### src/hdl/dacctl_pkg.sv
// Package for the DAC control block: offsets, fields, reset values
package dacctl_pkg;

	// Printed offsets are not multiples of four: they are indices
	localparam logic [7:0] DACCTL_IDX_CODE = 8'h7d;
	localparam logic [7:0] DACCTL_IDX_CTRL = 8'h7f;
	localparam logic [9:0] DACCTL_ADDR_CODE = {DACCTL_IDX_CODE, 2'h0};
	localparam logic [9:0] DACCTL_ADDR_CTRL = {DACCTL_IDX_CTRL, 2'h0};

	// Control register fields
	localparam int DACCTL_EN_BIT = 7;
	localparam int DACCTL_OE_HI = 5;
	localparam int DACCTL_OE_LO = 4;
	localparam int DACCTL_PSS_HI = 3;
	localparam int DACCTL_PSS_LO = 2;
	localparam int DACCTL_NSS_BIT = 0;
	localparam logic [7:0] DACCTL_CTRL_MASK = 8'hbd;
	localparam logic [7:0] DACCTL_CTRL_RST = 8'h00;
	localparam logic [7:0] DACCTL_CODE_RST = 8'h00;

	// Output select codes
	localparam logic [1:0] DACCTL_OE_PIN_A = 2'h2;
	localparam logic [1:0] DACCTL_OE_PIN_B = 2'h1;

	// Positive reference select codes
	typedef enum logic [1:0] {
		DACCTL_PREF_SUPPLY = 2'b00,
		DACCTL_PREF_EXT    = 2'b01,
		DACCTL_PREF_FVR2   = 2'b10,
		DACCTL_PREF_RSVD   = 2'b11
	} dacctl_pref_t;

	// Analog control word handed to the ladder
	typedef struct packed {
		logic         enable;
		logic         pinA;
		logic         pinB;
		logic         posSupply;
		logic         posExt;
		logic         posFvr2;
		logic         negExt;
		logic [7:0]   level;
	} dacctl_analog_t;

endpackage : dacctl_pkg

### src/hdl/dacctl_top.sv
// DAC control logic: Avalon-MM registers and analog steering
//
// How it works
// - Converter runs only while control bit 7 is one.
// - Select 10 drives pin A, 01 pin B, 00 and 11 none.
// - At most one output pin enabled at any time.
// - Ladder gets the n-bit code; level is Vneg plus code/2^n of span.
// - Sleep and wake leave both registers untouched.
// - Reset disables, releases both pins and clears the code.
// - Control register: enable 7, select 5:4, pos ref 3:2, neg ref 0.
// - Pos ref 00 supply, 01 external, 10 buffer two, 11 reserved.
// - Neg ref bit selects ground at zero, external at one.
// - Code register is 8-bit read-write, reset zero.
//
// Design decision made here: the Avalon-MM register port.
`timescale 1ns/1ps
`default_nettype none

module dacctl_top
	import dacctl_pkg::*;
#(
	parameter int CODE_W = 8
) (
	// Clock and reset
	input  wire logic        ref_clk,
	input  wire logic        sys_rst,
	// Power state
	input  wire logic        sleepMode,
	// Avalon-MM slave
	input  wire logic [9:0]  avs_address,
	input  wire logic        avs_read,
	input  wire logic        avs_write,
	input  wire logic [31:0] avs_writedata,
	input  wire logic [3:0]  avs_byteenable,
	output logic      [31:0] avs_readdata,
	output logic      [1:0]  avs_response,
	output logic             avs_waitrequest,
	// Analog side
	output dacctl_analog_t   analogCtrl
);

	////////////////////////////////////////////////////////////////////////
	// Registers

	logic [7:0]        convCtrl;
	logic [CODE_W-1:0] outputCode;
	logic              accessDone;

	wire request  = avs_read | avs_write;
	wire hitCtrl  = avs_address == DACCTL_ADDR_CTRL;
	wire hitCode  = avs_address == DACCTL_ADDR_CODE;
	wire mapped   = hitCtrl | hitCode;
	wire takeNow  = request & ~accessDone;
	wire writeNow = avs_write & ~accessDone & avs_byteenable[0];
	wire [7:0] next_convCtrl = avs_writedata[7:0] & DACCTL_CTRL_MASK;
	wire [CODE_W-1:0] next_outputCode = avs_writedata[CODE_W-1:0];
	wire [31:0] readValue = hitCtrl ? {24'h000000, convCtrl} :
		hitCode ? {{(32 - CODE_W){1'b0}}, outputCode} : 32'h00000000;

	// One wait cycle, then answer; sleep does not touch the registers
	always_ff @(posedge ref_clk) begin
		if (sys_rst) begin
			convCtrl <= DACCTL_CTRL_RST;
			outputCode <= CODE_W'(DACCTL_CODE_RST);
			accessDone <= 1'b0;
			avs_readdata <= 32'h00000000;
			avs_response <= 2'h0;
			avs_waitrequest <= 1'b1;
		end else begin
			accessDone <= takeNow;
			avs_waitrequest <= ~takeNow;
			if (writeNow & hitCtrl)
				convCtrl <= next_convCtrl;
			if (writeNow & hitCode)
				outputCode <= next_outputCode;
			if (takeNow) begin
				avs_readdata <= avs_read ? readValue : 32'h00000000;
				avs_response <= mapped ? 2'h0 : 2'h2;
			end
		end
	end

	////////////////////////////////////////////////////////////////////////
	// Analog steering

	wire       enabled = convCtrl[DACCTL_EN_BIT];
	wire [1:0] outSel  = convCtrl[DACCTL_OE_HI:DACCTL_OE_LO];
	wire [1:0] posSel  = convCtrl[DACCTL_PSS_HI:DACCTL_PSS_LO];
	wire       next_pinA = enabled & (outSel == DACCTL_OE_PIN_A);
	wire       next_pinB = enabled & (outSel == DACCTL_OE_PIN_B);

	// Positive reference decode, shared by the three reference lines
	function automatic logic prefHit(input logic [1:0] sel,
		input dacctl_pref_t code);
		return sel == code;
	endfunction

	wire       prefSupply = prefHit(posSel, DACCTL_PREF_SUPPLY);
	wire       prefExt    = prefHit(posSel, DACCTL_PREF_EXT);
	wire       prefFvr2   = prefHit(posSel, DACCTL_PREF_FVR2);

	dacctl_analog_t next_analog;
	always_comb begin
		next_analog = '0;
		next_analog.enable = enabled;
		next_analog.pinA = next_pinA & ~next_pinB;
		next_analog.pinB = next_pinB & ~next_pinA;
		next_analog.posSupply = enabled & prefSupply;
		next_analog.posExt = enabled & prefExt;
		next_analog.posFvr2 = enabled & prefFvr2;
		next_analog.negExt = enabled & convCtrl[DACCTL_NSS_BIT];
		next_analog.level = 8'(outputCode);
	end

	always_ff @(posedge ref_clk) begin
		if (sys_rst)
			analogCtrl <= '0;
		else
			analogCtrl <= next_analog;
	end

	////////////////////////////////////////////////////////////////////////
	// Checks

	a_pins_onehot: assert property (
		@(posedge ref_clk) disable iff (sys_rst)
		!(analogCtrl.pinA && analogCtrl.pinB))
		else $error("both output pins enabled");

	a_off_no_pin: assert property (
		@(posedge ref_clk) disable iff (sys_rst)
		!analogCtrl.enable |-> !analogCtrl.pinA && !analogCtrl.pinB)
		else $error("pin driven while disabled");

	a_enable_follows: assert property (
		@(posedge ref_clk) disable iff (sys_rst)
		analogCtrl.enable == $past(convCtrl[DACCTL_EN_BIT]))
		else $error("enable does not follow control bit");

	a_pin_a_sel: assert property (
		@(posedge ref_clk) disable iff (sys_rst)
		(enabled && outSel == 2'h2) |=> analogCtrl.pinA)
		else $error("pin A not selected");

	a_pin_b_sel: assert property (
		@(posedge ref_clk) disable iff (sys_rst)
		(enabled && outSel == 2'h1) |=> analogCtrl.pinB)
		else $error("pin B not selected");

	a_level_code: assert property (
		@(posedge ref_clk) disable iff (sys_rst)
		analogCtrl.level == 8'($past(outputCode)))
		else $error("level does not follow code");

	a_sleep_holds: assert property (
		@(posedge ref_clk) disable iff (sys_rst)
		(sleepMode && !avs_write) |=> $stable(convCtrl) && $stable(outputCode))
		else $error("registers changed in sleep");

	a_reset_clears: assert property (
		@(posedge ref_clk)
		sys_rst |=> convCtrl == 8'h00 && outputCode == '0 && !analogCtrl.pinA)
		else $error("reset did not clear");

	a_ctrl_reserved: assert property (
		@(posedge ref_clk) disable iff (sys_rst)
		convCtrl[6] == 1'b0 && convCtrl[1] == 1'b0)
		else $error("unimplemented control bit set");

	a_ctrl_write: assert property (
		@(posedge ref_clk) disable iff (sys_rst)
		(writeNow && hitCtrl) |=>
			convCtrl == ($past(avs_writedata[7:0]) & 8'hbd))
		else $error("control write lost");

	a_pos_ref: assert property (
		@(posedge ref_clk) disable iff (sys_rst)
		(enabled && posSel == 2'h1) |=> analogCtrl.posExt && !analogCtrl.posFvr2)
		else $error("positive reference wrong");

	a_neg_ref: assert property (
		@(posedge ref_clk) disable iff (sys_rst)
		analogCtrl.negExt == $past(enabled && convCtrl[0]))
		else $error("negative reference wrong");

	a_code_write: assert property (
		@(posedge ref_clk) disable iff (sys_rst)
		(writeNow && hitCode) |=>
			outputCode == $past(avs_writedata[CODE_W-1:0]))
		else $error("code write lost");

	a_wait_mirror: assert property (
		@(posedge ref_clk) disable iff (sys_rst)
		avs_waitrequest == !accessDone)
		else $error("waitrequest out of step with access");

	a_wait_answer: assert property (
		@(posedge ref_clk) disable iff (sys_rst)
		(request && !accessDone) |=> !avs_waitrequest)
		else $error("request not answered after one wait");

	a_wait_release: assert property (
		@(posedge ref_clk) disable iff (sys_rst)
		!avs_waitrequest |=> avs_waitrequest)
		else $error("waitrequest low for more than one cycle");

	a_wait_idle: assert property (
		@(posedge ref_clk) disable iff (sys_rst)
		!request |=> avs_waitrequest)
		else $error("waitrequest low without a request");

	a_resp_unmapped: assert property (
		@(posedge ref_clk) disable iff (sys_rst)
		(request && !accessDone && !mapped) |=> avs_response == 2'h2)
		else $error("unmapped access not refused");

	a_resp_okay: assert property (
		@(posedge ref_clk) disable iff (sys_rst)
		(request && !accessDone && mapped) |=> avs_response == 2'h0)
		else $error("mapped access refused");

	a_read_ctrl: assert property (
		@(posedge ref_clk) disable iff (sys_rst)
		(avs_read && !accessDone && hitCtrl) |=>
			avs_readdata == {24'h000000, $past(convCtrl)})
		else $error("control read data wrong");

	a_read_code: assert property (
		@(posedge ref_clk) disable iff (sys_rst)
		(avs_read && !accessDone && hitCode) |=>
			avs_readdata == {{(32 - CODE_W){1'b0}}, $past(outputCode)})
		else $error("code read data wrong");

	a_read_unmapped: assert property (
		@(posedge ref_clk) disable iff (sys_rst)
		(avs_read && !accessDone && !mapped) |=> avs_readdata == 32'h00000000)
		else $error("unmapped read not zero");

	a_write_rdzero: assert property (
		@(posedge ref_clk) disable iff (sys_rst)
		(avs_write && !avs_read && !accessDone) |=>
			avs_readdata == 32'h00000000)
		else $error("read data not cleared on write");

	a_ctrl_hold: assert property (
		@(posedge ref_clk) disable iff (sys_rst)
		!(writeNow && hitCtrl) |=> $stable(convCtrl))
		else $error("control changed without a write");

	a_code_hold: assert property (
		@(posedge ref_clk) disable iff (sys_rst)
		!(writeNow && hitCode) |=> $stable(outputCode))
		else $error("code changed without a write");

	a_lane_gate: assert property (
		@(posedge ref_clk) disable iff (sys_rst)
		(avs_write && !avs_byteenable[0]) |=>
			$stable(outputCode) && $stable(convCtrl))
		else $error("write stored without lane zero");

	a_unmapped_write: assert property (
		@(posedge ref_clk) disable iff (sys_rst)
		(avs_write && !mapped) |=> $stable(convCtrl) && $stable(outputCode))
		else $error("unmapped write stored");

	a_access_pulse: assert property (
		@(posedge ref_clk) disable iff (sys_rst)
		accessDone |=> !accessDone)
		else $error("access held for two cycles");

	a_pos_onehot: assert property (
		@(posedge ref_clk) disable iff (sys_rst)
		$onehot0({analogCtrl.posSupply, analogCtrl.posExt, analogCtrl.posFvr2}))
		else $error("two positive references selected");

	a_pos_supply: assert property (
		@(posedge ref_clk) disable iff (sys_rst)
		(enabled && posSel == 2'h0) |=> analogCtrl.posSupply)
		else $error("supply reference not selected");

	a_pos_fvr2: assert property (
		@(posedge ref_clk) disable iff (sys_rst)
		(enabled && posSel == 2'h2) |=> analogCtrl.posFvr2)
		else $error("buffer reference not selected");

	a_pos_rsvd: assert property (
		@(posedge ref_clk) disable iff (sys_rst)
		(posSel == 2'h3) |=> !analogCtrl.posSupply && !analogCtrl.posExt &&
			!analogCtrl.posFvr2)
		else $error("reserved reference code selects a source");

	a_off_no_ref: assert property (
		@(posedge ref_clk) disable iff (sys_rst)
		!analogCtrl.enable |-> !analogCtrl.posSupply && !analogCtrl.posExt &&
			!analogCtrl.posFvr2 && !analogCtrl.negExt)
		else $error("reference selected while disabled");

	a_pin_none: assert property (
		@(posedge ref_clk) disable iff (sys_rst)
		(outSel == 2'h0 || outSel == 2'h3) |=>
			!analogCtrl.pinA && !analogCtrl.pinB)
		else $error("pin driven for a disabled select code");

	a_pin_off: assert property (
		@(posedge ref_clk) disable iff (sys_rst)
		!enabled |=> !analogCtrl.pinA && !analogCtrl.pinB)
		else $error("pin follows select while disabled");

	a_neg_ground: assert property (
		@(posedge ref_clk) disable iff (sys_rst)
		(enabled && !convCtrl[DACCTL_NSS_BIT]) |=> !analogCtrl.negExt)
		else $error("ground not selected");

	a_level_hold: assert property (
		@(posedge ref_clk) disable iff (sys_rst)
		$stable(outputCode) |=> $stable(analogCtrl.level))
		else $error("level moved with a steady code");

	a_reset_analog: assert property (
		@(posedge ref_clk)
		sys_rst |=> analogCtrl == '0)
		else $error("analog side not cleared by reset");

	a_reset_bus: assert property (
		@(posedge ref_clk)
		sys_rst |=> avs_waitrequest && avs_response == 2'h0 &&
			avs_readdata == 32'h00000000)
		else $error("bus outputs not cleared by reset");

	a_pin_needs_en: assert property (
		@(posedge ref_clk) disable iff (sys_rst)
		(analogCtrl.pinA || analogCtrl.pinB) |-> analogCtrl.enable)
		else $error("pin driven without enable");

endmodule : dacctl_top

`default_nettype wire

### config.mk
export PLATFORM = sky130hd
export DESIGN_NAME = dacctl_top
export DESIGN_NICKNAME = d
export VERILOG_FILES = /design/src/hdl/dacctl_pkg.sv /design/src/hdl/dacctl_top.sv
export SDC_FILE = /design/constraint.sdc
export NUM_CORES = 1
export LEC_CHECK = 0
export BUFFER_PORTS_ARGS = -buffer_cell sky130_fd_sc_hd__clkbuf_2
export CAP_MARGIN = 30
export CORE_MARGIN = 1
export CORE_UTILIZATION = 25
export CTS_BUF_LIST = sky130_fd_sc_hd__clkbuf_16
export CTS_CLUSTER_SIZE = 25
export DETAILED_ROUTE_END_ITERATION = 7
export PLACE_DENSITY = 0.61
export SLEW_MARGIN = 0
export SYNTH_ARGS = -nofsm -noshare
export SYNTH_HDL_FRONTEND = slang
export SYNTH_SLANG_ARGS = --single-unit
export TNS_END_PERCENT = 30
### constraint.sdc
create_clock -name ref_clk -period 2.4 [get_ports ref_clk]
set_clock_uncertainty 0.2 [all_clocks]
set_input_delay 0.24 -clock ref_clk [delete_from_list [all_inputs] [get_ports ref_clk]]
set_output_delay 0.24 -clock ref_clk [all_outputs]
set_load 0.02 [all_outputs]
==> metrics.txt, run 1 <==
register bit total from synthesis=40; CP Class=reg -> reg; share of the synthesized area in the top cell type=48.60%; Die W=83.19 microns; CTS sink count=40; Syn Std Cell Area=1648 sq um; first-pass GRT wire length=5085 microns; Hold Path Stages=3; Initial Util=25.95%; sequential share of the synthesized area=48.60%; synth warn=0; DR DRC count=0; Avg Cell Area, Syn=10.84 sq um; H-tree lvl count=2; vias per inst=3.915; Placement Rows=29; Syn Inst Count=152; post-route setup TNS=0 ns; Nets=257; Yosys cell types=24; largest net degree at the start of global routing=25; Yosys top cell by area=dfxtp_1; Worst EP required=2.40 ns; total track usage=9.713%; ratio of total power to cell area=727.4 nW/um^2; Lkg Pwr=0.9603 nW; critical hold path startpoint=avs_writedata[5]; Crit-path slowest cell=or4_1; PostCTS Resize Cnt=0; highest ir drop seen on vdd=561.1 uV; Worst R2R End=avs_readdata[2]$_SDFFE_PP0P_; Final Critical Period=1.900 ns; die area=6920 sq um; CTS Buf Count=5; TritonCTS clock tree=done; post-detail-place hpwl=2377 microns; WP data arrival=1.90 ns; Power, Total=1.503 mW; post-CTS setup buffers=0; initial antenna violation count=0; final hold violations=0; hold worst-path end=convCtrl[5]$_SDFFE_PP0P_; n_diodes=0; worst hold path class=in -> reg; period utilization=79.15%; Detailed Route WL=3222 microns; Setup-failing EPs final=0; DR pass1 iterations=4; worst reg2reg startpoint=accessDone$_SDFF_PP0_; largest cells by area after synthesis=dfxtp_1, buf_4, mux2i_1; Die Y=83.19 microns; GPL Wtd Cong=0.6947; R2R cell count=3; clock latency on the worst-skew pair=0.28 ns; fmax=526.4 MHz; port bufs=47; reg-to-reg slack, setup=0.50 ns; via count=1112; grt ovf=0; Clk Tree Root Cell=clkbuf_16; Critical Path Sink Type=flip-flop; IO Count=101; CTS Buffer Depth=2; first-iteration detailed-routing DRC count=16; Worst path max stage delay=0.63 ns; crit path max fanout=8; Hold Buf Count CTS=0; vias in the first global route=1049; Slew Viols, Final=0; CP Launch Type=flip-flop; RSZ-0062 raised after global routing=no; CORE AREA=6350 sq um; antenna-violating nets left=0; share of cells above drive strength 1=31.40%; Worst-path clk slew=0.06 ns; crit path cell chain=or3b_2 > or4_1 > o2bb2ai_1; status=finished, final reports clean; maxcap violations=0; area grow syn2layout=25.44%; drt wl/cell=11.35 microns
Yosys cell counts:
cell type  instances
nor2b_1            4
nor2_1             2
o2bb2ai_1          9
or3b_4             1
or4_1              1
nor3b_1            4
conb_1             1
o21ai_0            1
buf_4             25
or3b_2             1
nand2b_1          20
nor4_4             2
o21ba_2            1
clkbuf_1           4
mux2i_1           18
and2_1             1
nand4b_1           1
nand3_1            1
inv_1              8
nor3_1             2
mux2_4             2
nand2_1            1
nand3b_1           2
dfxtp_1           40
metrics by stage:
stage | util [%] | area, sq um | hold slack [ns] | instances | worst slack, ns
floorplan | - | 1738 | 0.1226 | 176 | 0.5058
global placement | 29.99 | 1904 | 0.2461 | 276 | 0.4194
detailed placement | 29.99 | 1904 | 0.2474 | 276 | 0.4013
CTS | 32.55 | 2067 | 0.03436 | 284 | 0.4827
global route | 32.55 | 2067 | 0.03992 | 284 | 0.4033
finish | 32.55 | 2067 | 0.03800 | 284 | 0.5004
per-layer routing:
metal	global-route usage (%)	vias to the layer above	wire length (microns)
li1	-	566	-
met2	15.87	38	1499
met1	11.43	503	1524
met4	4.702	0	48
met5	0	-	0
met3	3.181	5	149
how the worst max path moves through the flow:
stage / start / endpoint / slack (ns) / cells past startpoint
2_1_floorplan: avs_address[1] / outputCode[1]$_SDFFE_PP0P_ / 0.51 / 3
3_3_place_gp: avs_address[1] / avs_readdata[5]$_SDFFE_PP0P_ / 0.42 / 4
5_1_grt: accessDone$_SDFF_PP0_ / avs_readdata[5]$_SDFFE_PP0P_ / 0.40 / 3
4_1_cts: accessDone$_SDFF_PP0_ / avs_readdata[5]$_SDFFE_PP0P_ / 0.48 / 3
6_report: accessDone$_SDFF_PP0_ / avs_readdata[2]$_SDFFE_PP0P_ / 0.50 / 3
3_5_place_dp: avs_address[1] / avs_readdata[2]$_SDFFE_PP0P_ / 0.40 / 4
worst max-delay path: cells and delay by family (launching register included):
kind / cells / cell delay, ns
flops: 1 / 0.32
compound gates: 1 / 0.22
simple gates: 2 / 1.09
state kept, by name, indices dropped and copies added (netlist names):
register / cells
avs_response: 1
avs_waitrequest: 1
accessDone: 1
avs_readdata: 8
analogCtrl: 15
convCtrl: 6
outputCode: 8
power breakdown:
group	internal (mW)	leakage [nW]	switching (mW)
Combinational	0.0337	0.559	0.0699
Clock	0.483	0.0789	0.246
Sequential	0.669	0.323	0.00208
Total	1.18	0.960	0.319
cell type report:
class / count / area [sq um]
fillers: 664 / 4283
flip-flops and latches: 40 / 800.8
multi-input cells: 99 / 704.4
repair buffers: 52 / 272.8
clock buffers: 5 / 125.1
well taps: 77 / 96.34
clock inverters: 3 / 37.54
inverters: 8 / 30.03
cell families after synthesis:
group | count (synthesis) | synth area share (%)
AO/OA/AOI/OAI | 11 | 5.695
buffers and inverters | 37 | 14.12
flip-flops | 40 | 48.60
multiplexers | 20 | 12.76
other | 1 | 0.2276
AND/OR/NAND/NOR | 43 | 18.60
cell usage in the layout (no fill, tap or decap), drive strengths merged:
cell type and n:
clkbuf 52, mux2 2, nand3b 2, clkinv 2, conb 25, nor3 2, nand3 1, bufinv 1
nand4b 1, o21ba 1, nor4 2, o21ai 1, inv 8, or3b 2, nor3b 4, nand2b 20
dfxtp 40, nor2 2, mux2i 18, or4 1, o2bb2ai 9, nand2 1, buf 5, and2 1
nor2b 4
Note: power is estimated with default switching activity, not from simulation.
==> run 2, diff against run 1 <==
==> constraint.sdc (replaced) <==
create_clock -name ref_clk -period 2 [get_ports ref_clk]
set_clock_uncertainty 0.2 [all_clocks]
set_input_delay 0.2 -clock ref_clk [delete_from_list [all_inputs] [get_ports ref_clk]]
set_output_delay 0.2 -clock ref_clk [all_outputs]
set_load 0.02 [all_outputs]
==> run 2 against run 1 <==
  * Clock-buffer cell count unchanged
  * Die area is the same
  * Largest power group unchanged
  * Sequential share of layout area down 0.96 points
  * Clock power up 23%
  * Sequential power increased by 20%
  * Global-route usage is 0.072 points higher
  * Routed wire length up 0.25%
  * Power increased by 22%
  * Worst setup slack got worse by 0.39 ns
  * Non-clock buffer count increased by 5
  * Largest cell class unchanged
==> metrics.txt, run 2 (synthesis gave the netlist of run 1 again) <==
crit path from=accessDone$_SDFF_PP0_; GPL Wtd Cong=0.6817 (-1.9%); CP Class=reg -> reg; worst reg2reg startpoint=accessDone$_SDFF_PP0_; max FFs per register=15 (unchanged); largest net degree at the start of global routing=25 (unchanged); Final Critical Period=1.886 ns (-0.01394 ns); grt ovf=0 (unchanged); vias in the first global route=1076 (+2.6%); die area=6920 sq um (unchanged); RSZ-0062 raised after global routing=no; Worst-path clk slew=0.06 ns (about the same); highest ir drop seen on vdd=470.1 uV (-16%); period utilization=94.28% (+15 points); ratio of total power to cell area=863.6 nW/um^2 (+19%); clock latency on the worst-skew pair=0.28 ns (about the same); Hold Buf Count CTS=4 (+4); first-pass GRT wire length=5092 microns (+0.14%); Hold Path Stages=3 (unchanged); DR pass1 iterations=3 (-1); first-iteration detailed-routing DRC count=26 (+10); Critical Path Sink Type=flip-flop; Slew Viols, Final=0 (unchanged); total track usage=9.784% (+0.072 points); maxcap violations=0 (unchanged); most flop-heavy register=analogCtrl; initial antenna violation count=0 (unchanged); R2R cell count=3 (unchanged); TritonCTS clock tree=done; area grow syn2layout=28.63%; commonest non-fill, non-tap cell in the layout=clkbuf_2; WP data arrival=1.89 ns (about the same); critical hold path startpoint=avs_writedata[2]; via count=1151 (+3.5%); Lkg Pwr=0.9828 nW (+2.3%); n_diodes=0 (unchanged); Die Y=83.19 microns (unchanged); Nets=262 (+1.9%); fmax=530.3 MHz (+0.74%); final hold violations=0 (unchanged); antenna-violating nets left=0 (unchanged); worst hold path class=in -> reg; CORE AREA=6350 sq um (unchanged); status=finished, final reports clean; Worst EP required=2.00 ns (-0.40 ns); Placement Rows=29 (unchanged); Die W=83.19 microns (unchanged); DR DRC count=0 (unchanged); drt wl/cell=11.18 microns (-1.5%); vias per inst=3.983 (+1.7%); post-detail-place hpwl=2410 microns (+1.4%); port bufs=47 (unchanged); Crit-path slowest cell=or4_1; crit path buf inv count=0 (unchanged); IO Count=101 (unchanged); Area after DPL=1912 sq um (+0.39%); CTS Buffer Depth=2 (unchanged); CP Launch Type=flip-flop; Worst path max stage delay=0.62 ns (about the same); post-route setup TNS=0 ns (unchanged); H-tree lvl count=2 (unchanged); post-CTS setup buffers=0 (unchanged); Detailed Route WL=3230 microns (+0.25%); top flop regs=analogCtrl (15), avs_readdata (8), outputCode (8); Initial Util=25.95% (unchanged); CTS sink count=40 (unchanged); PostCTS Resize Cnt=0 (unchanged); Clk Tree Root Cell=clkbuf_16; cell count along the critical path=3 (unchanged); CTS Buf Count=5 (unchanged); most frequent cells in the layout=clkbuf_2, dfxtp_1, conb_1; share of cells above drive strength 1=32.08% (+0.67 points); crit path max fanout=8 (unchanged); Setup-failing EPs final=0 (unchanged); Top delay family on crit path=simple AND/OR/NAND/NOR gates; crit path cell chain=or3b_2 > or4_1 > o2bb2ai_1; post-route cell area=2120 sq um (+2.5%)
==> run 2: changes by cell type in the layout (fill, tap and decap cells not counted) <==
cell	before	now
clkinvlp_4	0	1
dlygate4sd3_1	0	4
buf_4	5	6
clkinv_2	0	1
clkinv_1	2	0
==> run 2: final timing paths <==
kind                                                     end  slack (ns)
worst min register to register  avs_readdata[2]$_SDFFE_PP0P_        0.26
worst max-delay path            avs_readdata[3]$_SDFFE_PP0P_        0.11
worst max register to register  avs_readdata[3]$_SDFFE_PP0P_        0.11
worst min-delay path                convCtrl[2]$_SDFFE_PP0P_       0.005
==> run 2: worst min-delay path: cells and delay by family <==
kind,cells,cell delay [ns]
buffers and inverters,1,0.08
AND/OR/NAND/NOR,1,0.08
multiplexers,1,0.07
==> run 2: power by group <==
part / total, mW / switching (mW) / internal, mW
clock: 0.895 / 0.309 / 0.585
combinational: 0.131 / 0.0840 / 0.0466
sequential: 0.805 / 0.00265 / 0.802
total: 1.83 / 0.396 / 1.43
==> run 2: area by class of cell <==
| cell class | count | area (sq um) |
|---|---|---|
| clock buffers | 5 | 125.1 |
| clock inverters | 3 | 42.54 |
| fillers | 641 | 4230 |
| inverters | 8 | 30.03 |
| multi-input cells | 99 | 704.4 |
| flip-flops and latches | 40 | 800.8 |
| well taps | 77 | 96.34 |
| repair buffers | 57 | 320.3 |
==> run 2: routing by layer <==
metal | track usage [%] | vias up | share of wire [%]
met5 | 0 | - | 0
met4 | 5.016 | 0 | 1.9
met3 | 3.479 | 7 | 4.9
met2 | 15.80 | 39 | 48
met1 | 11.40 | 530 | 45
li1 | - | 575 | -
==> run 2: per-stage QoR <==
| stage | util [%] | std cells | hold slack (ns) | power (mW) | worst slack (ns) |
|---|---|---|---|---|---|
| after CTS | 33.38 | 289 | 0.002727 | 1.866 | 0.1003 |
| after detailed placement | 30.11 | 277 | 0.2457 | 0.9487 | 0.05065 |
| after global routing | 33.38 | 289 | 0.009790 | 1.906 | 0.07020 |
| after floorplan | - | 176 | 0.08263 | 0.9444 | 0.1458 |
| after global placement | 30.11 | 277 | 0.2466 | 0.9482 | 0.06503 |
| final | 33.38 | 289 | 0.004839 | 1.830 | 0.1143 |
